## config.mk

```make
export PLATFORM = sky130hd
export DESIGN_NAME = pdl_duty_ctrl
export DESIGN_NICKNAME = d
export VERILOG_FILES = /design/src/shared/pdl_pkg.sv /design/src/rtl/pdl_comp_filter.sv /design/src/rtl/pdl_duty_ctrl.sv
export SDC_FILE = /design/constraint.sdc
export NUM_CORES = 2
export LEC_CHECK = 0
export ABC_AREA = 1
export BUFFER_PORTS_ARGS = -buffer_cell sky130_fd_sc_hd__buf_4
export CORE_MARGIN = 4
export CORE_UTILIZATION = 65
export CTS_CLUSTER_SIZE = 14
export DETAILED_ROUTE_END_ITERATION = 16
export PLACE_DENSITY_LB_ADDON = 0.3
export SLEW_MARGIN = 30
export SYNTH_ARGS = -nofsm -noshare
export SYNTH_HDL_FRONTEND = slang
export SYNTH_SLANG_ARGS = --single-unit
```

## constraint.sdc

```tcl
create_clock -name I_CLK -period 19.8 [get_ports I_CLK]
set_input_delay 1.98 -clock I_CLK [delete_from_list [all_inputs] [get_ports I_CLK]]
set_output_delay 1.98 -clock I_CLK [all_outputs]
set_load 0.01 [all_outputs]
```

## src/shared/pdl_pkg.sv

```systemverilog
package pdl_pkg;

  // ---------------------------------------------------------------
  // timing
  // ---------------------------------------------------------------
  localparam int unsigned CLK_PERIOD_PS = 5000;  // 200 mhz clock
  localparam int unsigned SW_PERIOD_NS  = 1280;  // switching period
  localparam int unsigned SW_CYCLES     =
    (SW_PERIOD_NS * 1000) / CLK_PERIOD_PS;       // 256 clocks
  localparam logic [7:0]  CNT_LAST      = 8'(SW_CYCLES - 1);
  localparam logic [7:0]  CNT_STEP      = 8'(SW_CYCLES - 2);

  // ---------------------------------------------------------------
  // register indices on the register port
  // ---------------------------------------------------------------
  localparam logic [3:0] IDX_DUTY_LIMIT = 4'h0;  // duty_cycle_limit_ctrl
  localparam logic [3:0] IDX_NUM0_HIGH  = 4'h1;  // numerator_coef0_high
  localparam logic [3:0] IDX_NUM0_LOW   = 4'h2;
  localparam logic [3:0] IDX_NUM1_HIGH  = 4'h3;
  localparam logic [3:0] IDX_NUM1_LOW   = 4'h4;
  localparam logic [3:0] IDX_NUM2_HIGH  = 4'h5;
  localparam logic [3:0] IDX_NUM2_LOW   = 4'h6;
  localparam logic [3:0] IDX_NUM3_HIGH  = 4'h7;
  localparam logic [3:0] IDX_NUM3_LOW   = 4'h8;
  localparam logic [3:0] IDX_DEN1       = 4'h9;  // denominator_coef1
  localparam logic [3:0] IDX_DEN2       = 4'ha;
  localparam logic [3:0] IDX_DEN3       = 4'hb;
  localparam logic [3:0] IDX_STATUS     = 4'hc;  // read-only state
  localparam int unsigned REG_COUNT     = 12;    // writable registers

  // ---------------------------------------------------------------
  // fields and reset values
  // ---------------------------------------------------------------
  localparam int unsigned LIMIT_MSB      = 7;
  localparam int unsigned LIMIT_LSB      = 2;
  localparam int unsigned HI_BIT         = 1;
  localparam int unsigned LO_BIT         = 0;
  localparam logic [7:0]  DUTY_LIMIT_RST = 8'he8;
  localparam logic [7:0]  COEF_RST       = 8'h00;

  // ---------------------------------------------------------------
  // loop arithmetic
  // ---------------------------------------------------------------
  localparam logic signed [7:0] WIN_HALF = 8'sh10; // window half width
  localparam int unsigned NUM_FRAC = 8;            // numerator q8.8
  localparam int unsigned DEN_FRAC = 6;            // denominator q2.6

  typedef struct packed {
    logic [5:0] limit_code;  // duty_limit_code, n/64
    logic       hi_en;       // high_saturation_enable
    logic       lo_en;       // low_saturation_enable
  } pdl_cfg_t;

  typedef struct packed {
    logic [15:0] c0;
    logic [15:0] c1;
    logic [15:0] c2;
    logic [15:0] c3;
    logic [7:0]  den1;
    logic [7:0]  den2;
    logic [7:0]  den3;
  } pdl_coef_t;

  typedef enum logic [1:0] {
    MODE_LINEAR = 2'b00,
    MODE_SAT_HI = 2'b01,
    MODE_SAT_LO = 2'b10
  } pdl_mode_t;

endpackage : pdl_pkg
```

## src/rtl/pdl_comp_filter.sv

```systemverilog
`timescale 1ns/1ps
`default_nettype none

module pdl_comp_filter (
  input  wire logic              i_clk,
  input  wire logic              i_rst,
  input  wire logic              i_step,       // one update per period
  input  wire logic signed [7:0] i_err,        // error sample
  input  wire pdl_pkg::pdl_coef_t i_coef,      // active coefficients
  input  wire logic              i_preset,     // load history
  input  wire logic signed [15:0] i_preset_val,
  output logic signed [15:0]     o_y           // duty, 1/256 units
);

  // ---------------------------------------------------------------
  // history
  // ---------------------------------------------------------------
  logic signed [7:0]  e1_ff, e2_ff, e3_ff;     // past errors
  logic signed [15:0] y1_ff, y2_ff, y3_ff;     // past outputs

  // ---------------------------------------------------------------
  // difference equation
  // ---------------------------------------------------------------
  wire logic signed [23:0] pn0 = $signed(i_coef.c0) * i_err;
  wire logic signed [23:0] pn1 = $signed(i_coef.c1) * e1_ff;
  wire logic signed [23:0] pn2 = $signed(i_coef.c2) * e2_ff;
  wire logic signed [23:0] pn3 = $signed(i_coef.c3) * e3_ff;
  wire logic signed [23:0] pd1 = $signed(i_coef.den1) * y1_ff;
  wire logic signed [23:0] pd2 = $signed(i_coef.den2) * y2_ff;
  wire logic signed [23:0] pd3 = $signed(i_coef.den3) * y3_ff;
  // three zeros, three poles: four taps forward, three fed back
  wire logic signed [27:0] num_sum =
    28'(pn0) + 28'(pn1) + 28'(pn2) + 28'(pn3);       // [RULE_09]
  wire logic signed [27:0] den_sum = 28'(pd1) + 28'(pd2) + 28'(pd3);
  // denominator brought to numerator scale before subtraction
  wire logic signed [27:0] acc =
    num_sum - (den_sum <<< (pdl_pkg::NUM_FRAC - pdl_pkg::DEN_FRAC));
  // saturate instead of wrapping so an overflow cannot flip polarity
  wire logic ovf = !((&acc[27:23]) || !(|acc[27:23]));
  wire logic signed [15:0] y_new =
    !ovf ? acc[23:8] : (acc[27] ? 16'sh8000 : 16'sh7fff); // [RULE_08]

  assign o_y = y1_ff;

  // ---------------------------------------------------------------
  // history update; preset avoids windup after a forced period
  // ---------------------------------------------------------------
  always_ff @(posedge i_clk or posedge i_rst) begin
    if (i_rst) begin
      {e1_ff, e2_ff, e3_ff} <= '0;
      {y1_ff, y2_ff, y3_ff} <= '0;
    end else if (i_preset) begin
      {y1_ff, y2_ff, y3_ff} <= {3{i_preset_val}};
    end else if (i_step) begin
      {e1_ff, e2_ff, e3_ff} <= {i_err, e1_ff, e2_ff};
      {y1_ff, y2_ff, y3_ff} <= {y_new, y1_ff, y2_ff};  // [RULE_08]
    end
  end
endmodule : pdl_comp_filter

`default_nettype wire

```

## src/rtl/pdl_duty_ctrl.sv

```systemverilog
// Function
// [RULE_01] duty capped at limit code over 64
// [RULE_02] bit one high, bit zero low enable
// [RULE_03] saturation forces zero or limit by polarity
// [RULE_04] inside window duty follows compensation filter
// [RULE_05] outside window duty jumps within one period
// [RULE_06] software sets limit above steady duty
// [RULE_07] software avoids saturation above two volts
// [RULE_08] third order filter, three zeros three poles
// [RULE_09] four numerator, three denominator programmable coefficients
// [RULE_10] numerators as byte pairs, denominators single
// [RULE_11] share line equalises currents of tied converters
// [RULE_12] new settings apply at period boundary
`timescale 1ns/1ps
`default_nettype none

module pdl_duty_ctrl (
  input  wire logic              I_CLK,
  input  wire logic              I_RST,
  input  wire logic              I_REG_WE,     // register write strobe
  input  wire logic [3:0]        I_REG_ADDR,   // register index
  input  wire logic [7:0]        I_REG_WDATA,
  input  wire logic signed [7:0] I_ERR,        // setpoint minus output
  input  wire logic [7:0]        I_CUR,        // own current level
  input  wire logic              I_SHARE_IN,   // share line level
  output logic [7:0]             O_REG_RDATA,
  output logic                   O_PWM,
  output logic [7:0]             O_DUTY,
  output logic                   O_SHARE_O,
  output logic                   O_SHARE_OE
);

  // ---------------------------------------------------------------
  // switching period counter
  // ---------------------------------------------------------------
  logic [7:0] cnt_ff;                          // position in period
  wire logic bnd  = (cnt_ff == pdl_pkg::CNT_LAST); // last clock
  wire logic step = (cnt_ff == pdl_pkg::CNT_STEP); // filter update
  wire logic [7:0] nxt_cnt = bnd ? 8'h00 : cnt_ff + 8'h01;

  // counter free-runs; period is fixed here, set elsewhere in chip
  always_ff @(posedge I_CLK or posedge I_RST) begin
    if (I_RST) cnt_ff <= 8'h00;
    else       cnt_ff <= nxt_cnt;
  end

  // ---------------------------------------------------------------
  // register file
  // ---------------------------------------------------------------
  logic [7:0] reg_ff [pdl_pkg::REG_COUNT];     // written registers

  // writes land in shadow storage at any time
  always_ff @(posedge I_CLK or posedge I_RST) begin
    if (I_RST) begin
      for (int i = 0; i < pdl_pkg::REG_COUNT; i++) begin
        reg_ff[i] <= (i == 0) ? pdl_pkg::DUTY_LIMIT_RST
                              : pdl_pkg::COEF_RST;
      end
    end else begin
      for (int i = 0; i < pdl_pkg::REG_COUNT; i++) begin
        if (I_REG_WE && I_REG_ADDR == 4'(i)) reg_ff[i] <= I_REG_WDATA;
      end
    end
  end

  // shadow views of the stored bytes
  wire pdl_pkg::pdl_cfg_t shd_cfg =
    reg_ff[pdl_pkg::IDX_DUTY_LIMIT];             // [RULE_02]
  // high byte first in each numerator pair
  wire pdl_pkg::pdl_coef_t shd_coef = {
    reg_ff[pdl_pkg::IDX_NUM0_HIGH], reg_ff[pdl_pkg::IDX_NUM0_LOW],
    reg_ff[pdl_pkg::IDX_NUM1_HIGH], reg_ff[pdl_pkg::IDX_NUM1_LOW],
    reg_ff[pdl_pkg::IDX_NUM2_HIGH], reg_ff[pdl_pkg::IDX_NUM2_LOW],
    reg_ff[pdl_pkg::IDX_NUM3_HIGH], reg_ff[pdl_pkg::IDX_NUM3_LOW],
    reg_ff[pdl_pkg::IDX_DEN1],      reg_ff[pdl_pkg::IDX_DEN2],
    reg_ff[pdl_pkg::IDX_DEN3]};                  // [RULE_10]

  // ---------------------------------------------------------------
  // active copies, taken only at the period boundary
  // ---------------------------------------------------------------
  pdl_pkg::pdl_cfg_t  act_cfg_ff;              // settings in use
  pdl_pkg::pdl_coef_t act_coef_ff;             // coefficients in use

  // a period never mixes old and new settings
  always_ff @(posedge I_CLK or posedge I_RST) begin
    if (I_RST) begin
      act_cfg_ff  <= pdl_pkg::DUTY_LIMIT_RST;
      act_coef_ff <= '0;
    end else if (bnd) begin
      act_cfg_ff  <= shd_cfg;                  // [RULE_12]
      act_coef_ff <= shd_coef;                 // [RULE_12]
    end
  end

  // ---------------------------------------------------------------
  // current share over the wired line
  // ---------------------------------------------------------------
  logic [7:0] cur_ff;                          // level sent this period
  logic [8:0] low_cnt_ff;                      // line-low clocks seen
  logic       trim_ff;                         // below the others
  logic       share_oe_ff;                     // pulling the line low
  wire logic [7:0] nxt_cur = bnd ? I_CUR : cur_ff;
  // line is low as long as the strongest converter pulls it
  wire logic [8:0] meas = low_cnt_ff + {8'h00, !I_SHARE_IN};

  // each converter pulls low for its own level; longest pull wins,
  // so a converter seeing a longer pulse than its own raises duty
  always_ff @(posedge I_CLK or posedge I_RST) begin
    if (I_RST) begin
      cur_ff      <= 8'h00;
      low_cnt_ff  <= 9'h000;
      trim_ff     <= 1'b0;
      share_oe_ff <= 1'b0;
    end else begin
      cur_ff      <= nxt_cur;
      low_cnt_ff  <= bnd ? 9'h000 : meas;
      if (bnd) trim_ff <= ({1'b0, cur_ff} < meas); // [RULE_11]
      share_oe_ff <= (nxt_cnt < nxt_cur);          // [RULE_11]
    end
  end

  // ---------------------------------------------------------------
  // compensation filter
  // ---------------------------------------------------------------
  logic signed [7:0]  err_ff;                  // sample for this period
  logic               preset;                  // after forced period
  wire logic signed [15:0] filt_y;

  always_ff @(posedge I_CLK or posedge I_RST) begin
    if (I_RST)     err_ff <= 8'sh00;
    else if (step) err_ff <= I_ERR;
  end

  pdl_comp_filter u_filter (
    .i_clk        (I_CLK),
    .i_rst        (I_RST),
    .i_step       (step),
    .i_err        (I_ERR),
    .i_coef       (act_coef_ff),
    .i_preset     (preset),
    .i_preset_val ($signed({8'h00, O_DUTY})),
    .o_y          (filt_y)
  );

  // ---------------------------------------------------------------
  // duty selection at the boundary
  // ---------------------------------------------------------------
  pdl_pkg::pdl_mode_t mode_ff;                 // mode of this period
  logic [7:0]         duty_ff;                 // duty in 1/256 units
  logic               pwm_ff;

  // window comparators on the error sample
  wire logic above = (err_ff > pdl_pkg::WIN_HALF);
  wire logic below = (err_ff < -pdl_pkg::WIN_HALF);
  // n/64 of the period is n*4 of 256 clocks
  wire logic [7:0] lim_duty = {shd_cfg.limit_code, 2'b00}; // [RULE_01]
  wire logic signed [16:0] y_trim =
    $signed({filt_y[15], filt_y}) + $signed({16'h0000, trim_ff});
  wire logic lin_over = !y_trim[16] && (y_trim[15:0] > {8'h00, lim_duty});
  // filter path plus trim, clamped to zero and the limit
  wire logic [7:0] lin_duty = y_trim[16] ? 8'h00 :
                              lin_over   ? lim_duty :
                                           y_trim[7:0];      // [RULE_04]
  // polarity picks the bound; each side needs its own enable
  wire pdl_pkg::pdl_mode_t nxt_mode =
    (shd_cfg.hi_en && above) ? pdl_pkg::MODE_SAT_HI :
    (shd_cfg.lo_en && below) ? pdl_pkg::MODE_SAT_LO :
                               pdl_pkg::MODE_LINEAR;         // [RULE_03]
  logic [7:0] nxt_duty;

  always_comb begin
    nxt_duty = duty_ff;
    if (bnd) begin
      unique case (nxt_mode)
        pdl_pkg::MODE_SAT_HI: nxt_duty = lim_duty;          // [RULE_05]
        pdl_pkg::MODE_SAT_LO: nxt_duty = 8'h00;             // [RULE_05]
        pdl_pkg::MODE_LINEAR: nxt_duty = lin_duty;
      endcase
    end
  end

  // forced periods reload filter history with the applied duty
  assign preset = step && (mode_ff != pdl_pkg::MODE_LINEAR) &&
                  (cnt_ff != 8'h00);

  // duty and output level for the next clock
  always_ff @(posedge I_CLK or posedge I_RST) begin
    if (I_RST) begin
      mode_ff <= pdl_pkg::MODE_LINEAR;
      duty_ff <= 8'h00;
      pwm_ff  <= 1'b0;
    end else begin
      if (bnd) mode_ff <= nxt_mode;
      duty_ff <= nxt_duty;
      pwm_ff  <= (nxt_cnt < nxt_duty);         // [RULE_01]
    end
  end

  // ---------------------------------------------------------------
  // read path, one clock latency, unmapped reads zero
  // ---------------------------------------------------------------
  wire logic [7:0] status = {mode_ff, trim_ff, 5'h00};
  wire logic [7:0] rd_mux =
    (I_REG_ADDR < 4'(pdl_pkg::REG_COUNT)) ? reg_ff[I_REG_ADDR] :
    (I_REG_ADDR == pdl_pkg::IDX_STATUS)  ? status : 8'h00;
  logic [7:0] rdata_ff;

  always_ff @(posedge I_CLK or posedge I_RST) begin
    if (I_RST) rdata_ff <= 8'h00;
    else       rdata_ff <= rd_mux;
  end

  assign O_REG_RDATA = rdata_ff;
  assign O_PWM       = pwm_ff;
  assign O_DUTY      = duty_ff;
  assign O_SHARE_O   = 1'b0 & pwm_ff;          // open drain, low only
  assign O_SHARE_OE  = share_oe_ff;
endmodule : pdl_duty_ctrl

`default_nettype wire

```

# Yosys cells after proc, flatten, opt, wreduce, memory -nomap -nowiden
# Cells that the tools add are included.
[word_totals]
regBits = 310
input_bits = 32
out_inout_bits = 19
wordCells = 128
[op_classes]
add_sub_neg = 9
n_mul = 7
n_lt_le_gt_ge = 8
n_eq_ne = 16
n_mux = 22
bitwise = 2
reduce_logical = 29
[ops]
columns = ["cell", "count"]
rows = [
  ["two-way mux 16 bit", 8],
  ["multiplier 16 x 8 -> 24 bit", 4],
  ["multiplier 8 x 16 -> 24 bit", 3],
  ["two-way mux 8 bit", 9],
  ["adder 25 x 24 -> 26 bit", 2],
  ["adder 24 x 24 -> 25 bit", 2],
  ["binary-select mux 8 bit (select 4 bit)", 1],
  ["adder 28 x 24 -> 28 bit", 1],
  ["subtractor 28 bit", 1],
  ["case mux 8 bit (3 select lines)", 1],
  ["== test 4 bit (second input constant)", 5],
  ["adder 16 x 2 -> 17 bit", 1],
  ["logical AND 1 bit", 17],
  ["== test 4 x 3 -> 1 bit (second input constant)", 4],
  ["== test 8 bit (second input constant)", 2],
  ["> comparator 16 x 8 -> 1 bit", 1],
  ["< comparator 8 bit", 2],
  ["adder 9 x 1 -> 9 bit", 1],
  ["< comparator 8 x 9 -> 1 bit", 1],
  ["two-way mux 9 bit", 1],
  ["adder 8 x 1 -> 8 bit (second input constant)", 1],
  ["== test 4 x 2 -> 1 bit (second input constant)", 2],
  ["> comparator 8 x 6 -> 1 bit (second input constant)", 1],
  ["< comparator 8 x 5 -> 1 bit (second input constant)", 1],
  ["17 further kinds", 21],
]

# Logic depth before layout (Yosys ltp)
[logic_depth]
ltp_word = 11
ltp_mapped = 59
ltp_nobuf = 56

# Modules after synthesis
# A second synthesis with hierarchy kept.
[unflattened]
cells_unflattened = 5942
hier_area_um2 = 49025.8
[by_module_without_submodules]
columns = ["mod", "instances", "cells_per_inst", "area_each_um2", "seq_area_each_um2"]
rows = [
  ["pdl_comp_filter", 1, 4695, 38214.2, 1801.7],
  ["pdl_duty_ctrl", 1, 1247, 10811.6, 5960.7],
]

# Worst setup path before layout
# No wires, ideal clock.
[synth_timing]
kind = "input port to flip-flop"
startpoint = "input I_ERR[0]"
endpoint = "register u_filter.y1_ff[11], in the netlist u_filter.o_y[11]"
setup_time_ns = 0.130
t_arrival_ns = 10.783
required_ns = 19.670
setup_slack_ns = 8.887
stages = 50
path_buffers = 3
path_cell_list = "clkbuf_1 clkbuf_1 nand2_1 inv_1 fa_1 fa_1 inv_1 fa_1 inv_1 fa_1 inv_1 fa_1 fa_1 inv_1 fa_1 ha_1 nand3_1 nand2_1 [... 14 more ...] inv_1 ha_1 nand2_1 nor2_1 nand2_1 nor4_1 nand2_1 nand2_1 nand2_1 nand2_1 nand3_1 nor2_2 nand3_1 nand2_4 buf_6 nand2_1 nand2_1 o21ai_1"
[synth_between]
elab_chain_cells = 11
elab_cells_between_ends = 13
cone_classes = "add/sub: 4; mul: 1; mux: 4; reduce/logical: 4"
[synth_rtl]
columns = ["item", "line_no", "source"]
rows = [
  ["from (decl)", "pdl_duty_ctrl.sv:23", "input wire logic signed [7:0] I_ERR,"],
  ["multiplier 16 x 8 -> 24 bit (*)", "pdl_comp_filter.sv:24", "wire logic signed [23:0] pn0 = $signed(i_coef.c0) * i_err;"],
  ["adder 24 x 24 -> 25 bit (*)", "pdl_comp_filter.sv:33", "28'(pn0) + 28'(pn1) + 28'(pn2) + 28'(pn3);"],
  ["adder 25 x 24 -> 26 bit (*)", "pdl_comp_filter.sv:33", ""],
  ["adder 28 x 24 -> 28 bit (*)", "pdl_comp_filter.sv:33", ""],
  ["subtractor 28 bit (*)", "pdl_comp_filter.sv:37", "num_sum - (den_sum <<< (pdl_pkg::NUM_FRAC - pdl_pkg::DEN_FRAC));"],
  ["OR reduction 5 bit", "pdl_comp_filter.sv:39", "wire logic ovf = !((&acc[27:23]) || !(|acc[27:23]));"],
  ["logical NOT 1 bit", "pdl_comp_filter.sv:39", ""],
  ["logical OR 1 bit", "pdl_comp_filter.sv:39", ""],
  ["two-way mux 16 bit (*)", "pdl_comp_filter.sv:41", "!ovf ? acc[23:8] : (acc[27] ? 16'sh8000 : 16'sh7fff);"],
  ["two-way mux 16 bit (*)", "pdl_comp_filter.sv:54", "end else if (i_step) begin"],
  ["two-way mux 16 bit (*)", "pdl_comp_filter.sv:52", "end else if (i_preset) begin"],
  ["to (signal assigned)", "pdl_comp_filter.sv:53", "{y1_ff, y2_ff, y3_ff} <= {3{i_preset_val}};"],
  ["to (signal assigned)", "pdl_comp_filter.sv:56", "{y1_ff, y2_ff, y3_ff} <= {y_new, y1_ff, y2_ff};"],
  ["to (decl)", "pdl_comp_filter.sv:19", "logic signed [15:0] y1_ff, y2_ff, y3_ff;"],
]
# Mark *: on every way between the ends. The rest lies on a longest branch, timed or not. The select of a mux whose other input is x is not followed.
# A chain may end at the register's enable or synchronous reset.

# Worst setup path in the final report
[layout_timing]
startpoint = "register act_coef_ff[19] (netlist bit)"
endpoint = "register u_filter.y1_ff[4], in the netlist u_filter.o_y[4]"
[layout_between]
elab_chain_cells = 10
elab_cells_between_ends = 12
cone_classes = "add/sub: 3; mul: 1; mux: 4; reduce/logical: 4"
[layout_rtl]
columns = ["item", "line_no", "source"]
rows = [
  ["from (decl)", "pdl_duty_ctrl.sv:82", "pdl_pkg::pdl_coef_t act_coef_ff;"],
  ["from (signal assigned)", "pdl_duty_ctrl.sv:91", "act_coef_ff <= shd_coef;"],
  ["multiplier 8 x 16 -> 24 bit (*)", "pdl_comp_filter.sv:28", "wire logic signed [23:0] pd1 = $signed(i_coef.den1) * y1_ff;"],
  ["adder 24 x 24 -> 25 bit (*)", "pdl_comp_filter.sv:34", "wire logic signed [27:0] den_sum = 28'(pd1) + 28'(pd2) + 28'(pd3);"],
  ["adder 25 x 24 -> 26 bit (*)", "pdl_comp_filter.sv:34", ""],
  ["subtractor 28 bit (*)", "pdl_comp_filter.sv:37", ""],
  ["OR reduction 5 bit", "pdl_comp_filter.sv:39", ""],
  ["logical NOT 1 bit", "pdl_comp_filter.sv:39", ""],
  ["logical OR 1 bit", "pdl_comp_filter.sv:39", ""],
  ["two-way mux 16 bit (*)", "pdl_comp_filter.sv:41", ""],
  ["two-way mux 16 bit (*)", "pdl_comp_filter.sv:54", ""],
  ["two-way mux 16 bit (*)", "pdl_comp_filter.sv:52", ""],
]
# Marks and branches as above.

==> results_dict.tcl <==
set metrics [dict create \
    critPathKind "flip-flop to flip-flop" \
    root_buffer "clkbuf_16" \
    reg2regPathDepth 48 \
    hold_end "reg_ff[74]" \
    cts.sinks 310 \
    grt_pass1_wl_mm 211.5 \
    syn_avg_cell_area_sq_um 8.379 \
    rrSetupSlack_ns 7.98 \
    first_iter_violations 3666 \
    fillCellCount 5799 \
    drc_errors 0 \
    boundaryPins 51 \
    gr-total-overflow 0 \
    synthArstFlopShare_pct 100.0 \
    seqCellArea_sq_um 7762 \
    drt-total-wl_mm 129.6 \
    place_area_sq_um 49210 \
    startpoint_type "flip-flop" \
    die_h_um 281.4 \
    ant_nets 0 \
    min_period_over_period_pct 59.69 \
    wire_per_inst_um 19.60 \
    clkSlewWorstSetupHoldPaths_ns 0.07 \
    required_ns 20.34 \
    worst_pin_slew_ns 1.075 \
    peakVddDrop_uv 70.97 \
    port-buffer-count 49 \
    regToRegStartpoint "act_coef_ff[19]" \
    rsz0062_at_grt "false" \
    finalHoldViolations 0 \
    cts_setup_buffers 0 \
    synth_seq_cells 310 \
    switchingPower_uw 852.0 \
    outcome "completed" \
    ys_warn_count 0 \
    cts_inserted_buffers 37 \
    clock_latency_ns 0.60 \
    p_int_mw 1.354 \
    arrival_ns 12.36 \
    cp.buffers_inverters 7 \
    antenna_found_initial 3 \
    p_seq_share_pct 32.6 \
    multi_input_area_sq_um 33460 \
    whs_ns 0.4871 \
    setup_tns_ns 0 \
    hold_path.class "flip-flop to flip-flop" \
    layout-drive-gt1-share_pct 3.733 \
    crit_top_cell "nand2_1" \
    fin_skew_ns 0.03231 \
    rows 99 \
    fin_total_pwr_mw 2.206 \
    path_delay_family "adder cells" \
    final_cell_area_sq_um 50520 \
    synthDistinctLibCells 52 \
    cpPeakStageDelay_ns 0.86 \
    gp_congestion 1.030 \
    postCtsHoldBufs 0 \
    area_delta_synth_final_pct 4.008 \
    cts_buffer_depth 3 \
    synth_nets 7083 \
    grt_pass1_vias 39580 \
    slew_headroom_pct 27.65 \
    synthFlopType "dfrtp_1" \
    synth_largest_area_cell "fa_1" \
    endpoint_kind "flip-flop" \
    netSwitchingFraction_pct 38.63 \
    syn_area_sq_um 48580 \
    min_from "reg_ff[74]" \
    synthCells 5797 \
    synth_top_area_share_pct 40.39 \
    grt_max_degree 134 \
    vias 36910 \
    worstReg2RegEnd "u_filter.o_y[4]" \
    max_freq_mhz 84.61 \
    p_leak_nw 27.64 \
    cts_resized 0 \
    crit_fanout 17 \
    cts_tree "yes" \
    ys_seq_area_share_pct 15.98 \
    p_clk_share_pct 33.4 \
    drt-pass1-iter-count 8 \
    power_density_nw_per_um2 43.66 \
    min_period_ns 11.82 \
    core_area_sq_um 73450 \
    start_util_pct 66.13 \
    hold_depth 2 \
    dp_hpwl_mm 106.3 \
    cap_violations 0 \
    p_comb_share_pct 34.0 \
    avgViaCountPerCell 5.582 \
    synth_area_leaders "fa_1 (40%), dfrtp_1 (16%), inv_1 (13%)" \
    die_w_um 281.4 \
    grt_usage_pct 34.49 \
    die_area_sq_um 79170 \
    h-tree-depth 2 \
    cp_slowest_cell "dfrtp_1" \
    fin_nets 6911 \
    setup_viol 0 \
    final_max_slew_viol_count 0 \
    synth-edff-count 0 \
]
==> tightest hold or removal path, cell delays in order (launching register included) <==
cell and delay, ns:
dfrtp_1 0.34, nand2_1 0.05, o21ai_0 0.06
==> synthesized netlist by cell type, types with 6 or more instances <==
master    instances
a21o_1            8
nand4_1          18
buf_4             6
nand2_1        1342
nand2_2          10
buf_1            21
nand3_1          68
ha_1            274
dfrtp_1         306
a21oi_1          93
fa_1            980
o22ai_1          45
o21ai_0         307
clkbuf_1        243
xor2_1           63
nor2_1          146
buf_2             9
inv_1          1656
nor3_1           13
o221ai_1         19
o21ai_1           6
o21bai_1         13
nor4_1            6
xnor2_1          32
o211ai_1         11
or2_2            36
a31oi_1           9
==> registers in the layout (all words and copies together), names as in the netlist, 9 cells and up <==
register / count
u_filter.o_y: 16
u_filter.y3_ff: 16
u_filter.y2_ff: 16
reg_ff: 88
act_coef_ff: 88
low_cnt_ff: 9
==> per-stage QoR <==
| stage | cells | setup WS, ns | utilization, % |
|---|---|---|---|
| 2_1_floorplan | 5797 | 8.887 | - |
| 3_3_place_gp | 6545 | 8.285 | 66.99 |
| 3_5_place_dp | 6545 | 8.084 | 67.00 |
| 4_1_cts | 6611 | 8.123 | 68.77 |
| 5_1_grt | 6611 | 7.232 | 68.78 |
| 6_report | 6612 | 7.981 | 68.78 |
==> logic make-up after synthesis <==
logic type,after synthesis,synth area share (%)
buf+inv,1947,15.18
other cells,1,0.007720
simple gates,1660,13.64
fa+ha+maj,1254,47.45
compound gates,530,6.040
xor+xnor,95,1.713
flops,310,15.98
==> power by group through the flow <==
stage | registers (mW) | logic [mW] | clock network, mW
global placement | 0.726 | 0.727 | 0
detailed placement | 0.727 | 0.729 | 0
finish | 0.718 | 0.751 | 0.737
CTS | 0.716 | 0.736 | 0.741
floorplan | 0.720 | 0.518 | 0
global route | 0.723 | 0.836 | 0.764
==> layout make-up <==
class	count	share of cell area [%]
Clock inverter	20	0.6068
Tap cell	959	2.375
Sequential cell	310	15.36
Antenna cell	1	0.004953
Multi-Input combinational cell	3540	66.22
Inverter	1664	12.38
Clock buffer	46	1.959
Timing Repair Buffer	72	1.092
==> worst max-delay path by stage <==
stage	startpoint	depth (start not counted)	slack, ns	to
global route	act_coef_ff[23]	48	7.23	u_filter.o_y[2]
finish	act_coef_ff[19]	48	7.98	u_filter.o_y[4]
CTS	act_coef_ff[23]	42	8.12	u_filter.o_y[8]
global placement	I_ERR[3]	46	8.29	u_filter.o_y[1]
detailed placement	I_ERR[0]	34	8.08	u_filter.o_y[8]
floorplan	I_ERR[0]	50	8.89	u_filter.o_y[11]
==> routing by layer <==
layer | up-vias | track usage, % | part of all wire (%) | routed length, um
met2 | 1925 | 54.08 | 46 | 59430
met3 | 397 | 7.676 | 10 | 13430
li1 | 16260 | - | - | -
met5 | - | 0 | 0.014 | 18
met4 | 2 | 14.07 | 5.1 | 6560
met1 | 18320 | 47.53 | 39 | 50140
==> placed cells by master, fill, tap and decap left out, types with 4 or more instances in the layout <==
cell	instances
inv_1	1655
nand2_1	1339
fa_1	980
o21ai_0	307
dfrtp_1	306
ha_1	274
nor2_1	145
a21oi_1	93
buf_4	69
nand3_1	68
xor2_1	63
o22ai_1	45
clkbuf_16	37
or2_2	36
xnor2_1	32
o221ai_1	19
nand4_1	18
nor3_1	13
o21bai_1	13
nand2_2	12
o211ai_1	11
a31oi_1	9
a21o_1	8
nor4_1	6
o21ai_1	6
clkbuf_1	6
inv_2	5
nor2_2	5
clkinv_2	5
nand2_4	4
bufinv_16	4
inv_6	4
dfstp_2	4
Power figures use the tool's default switching activity.
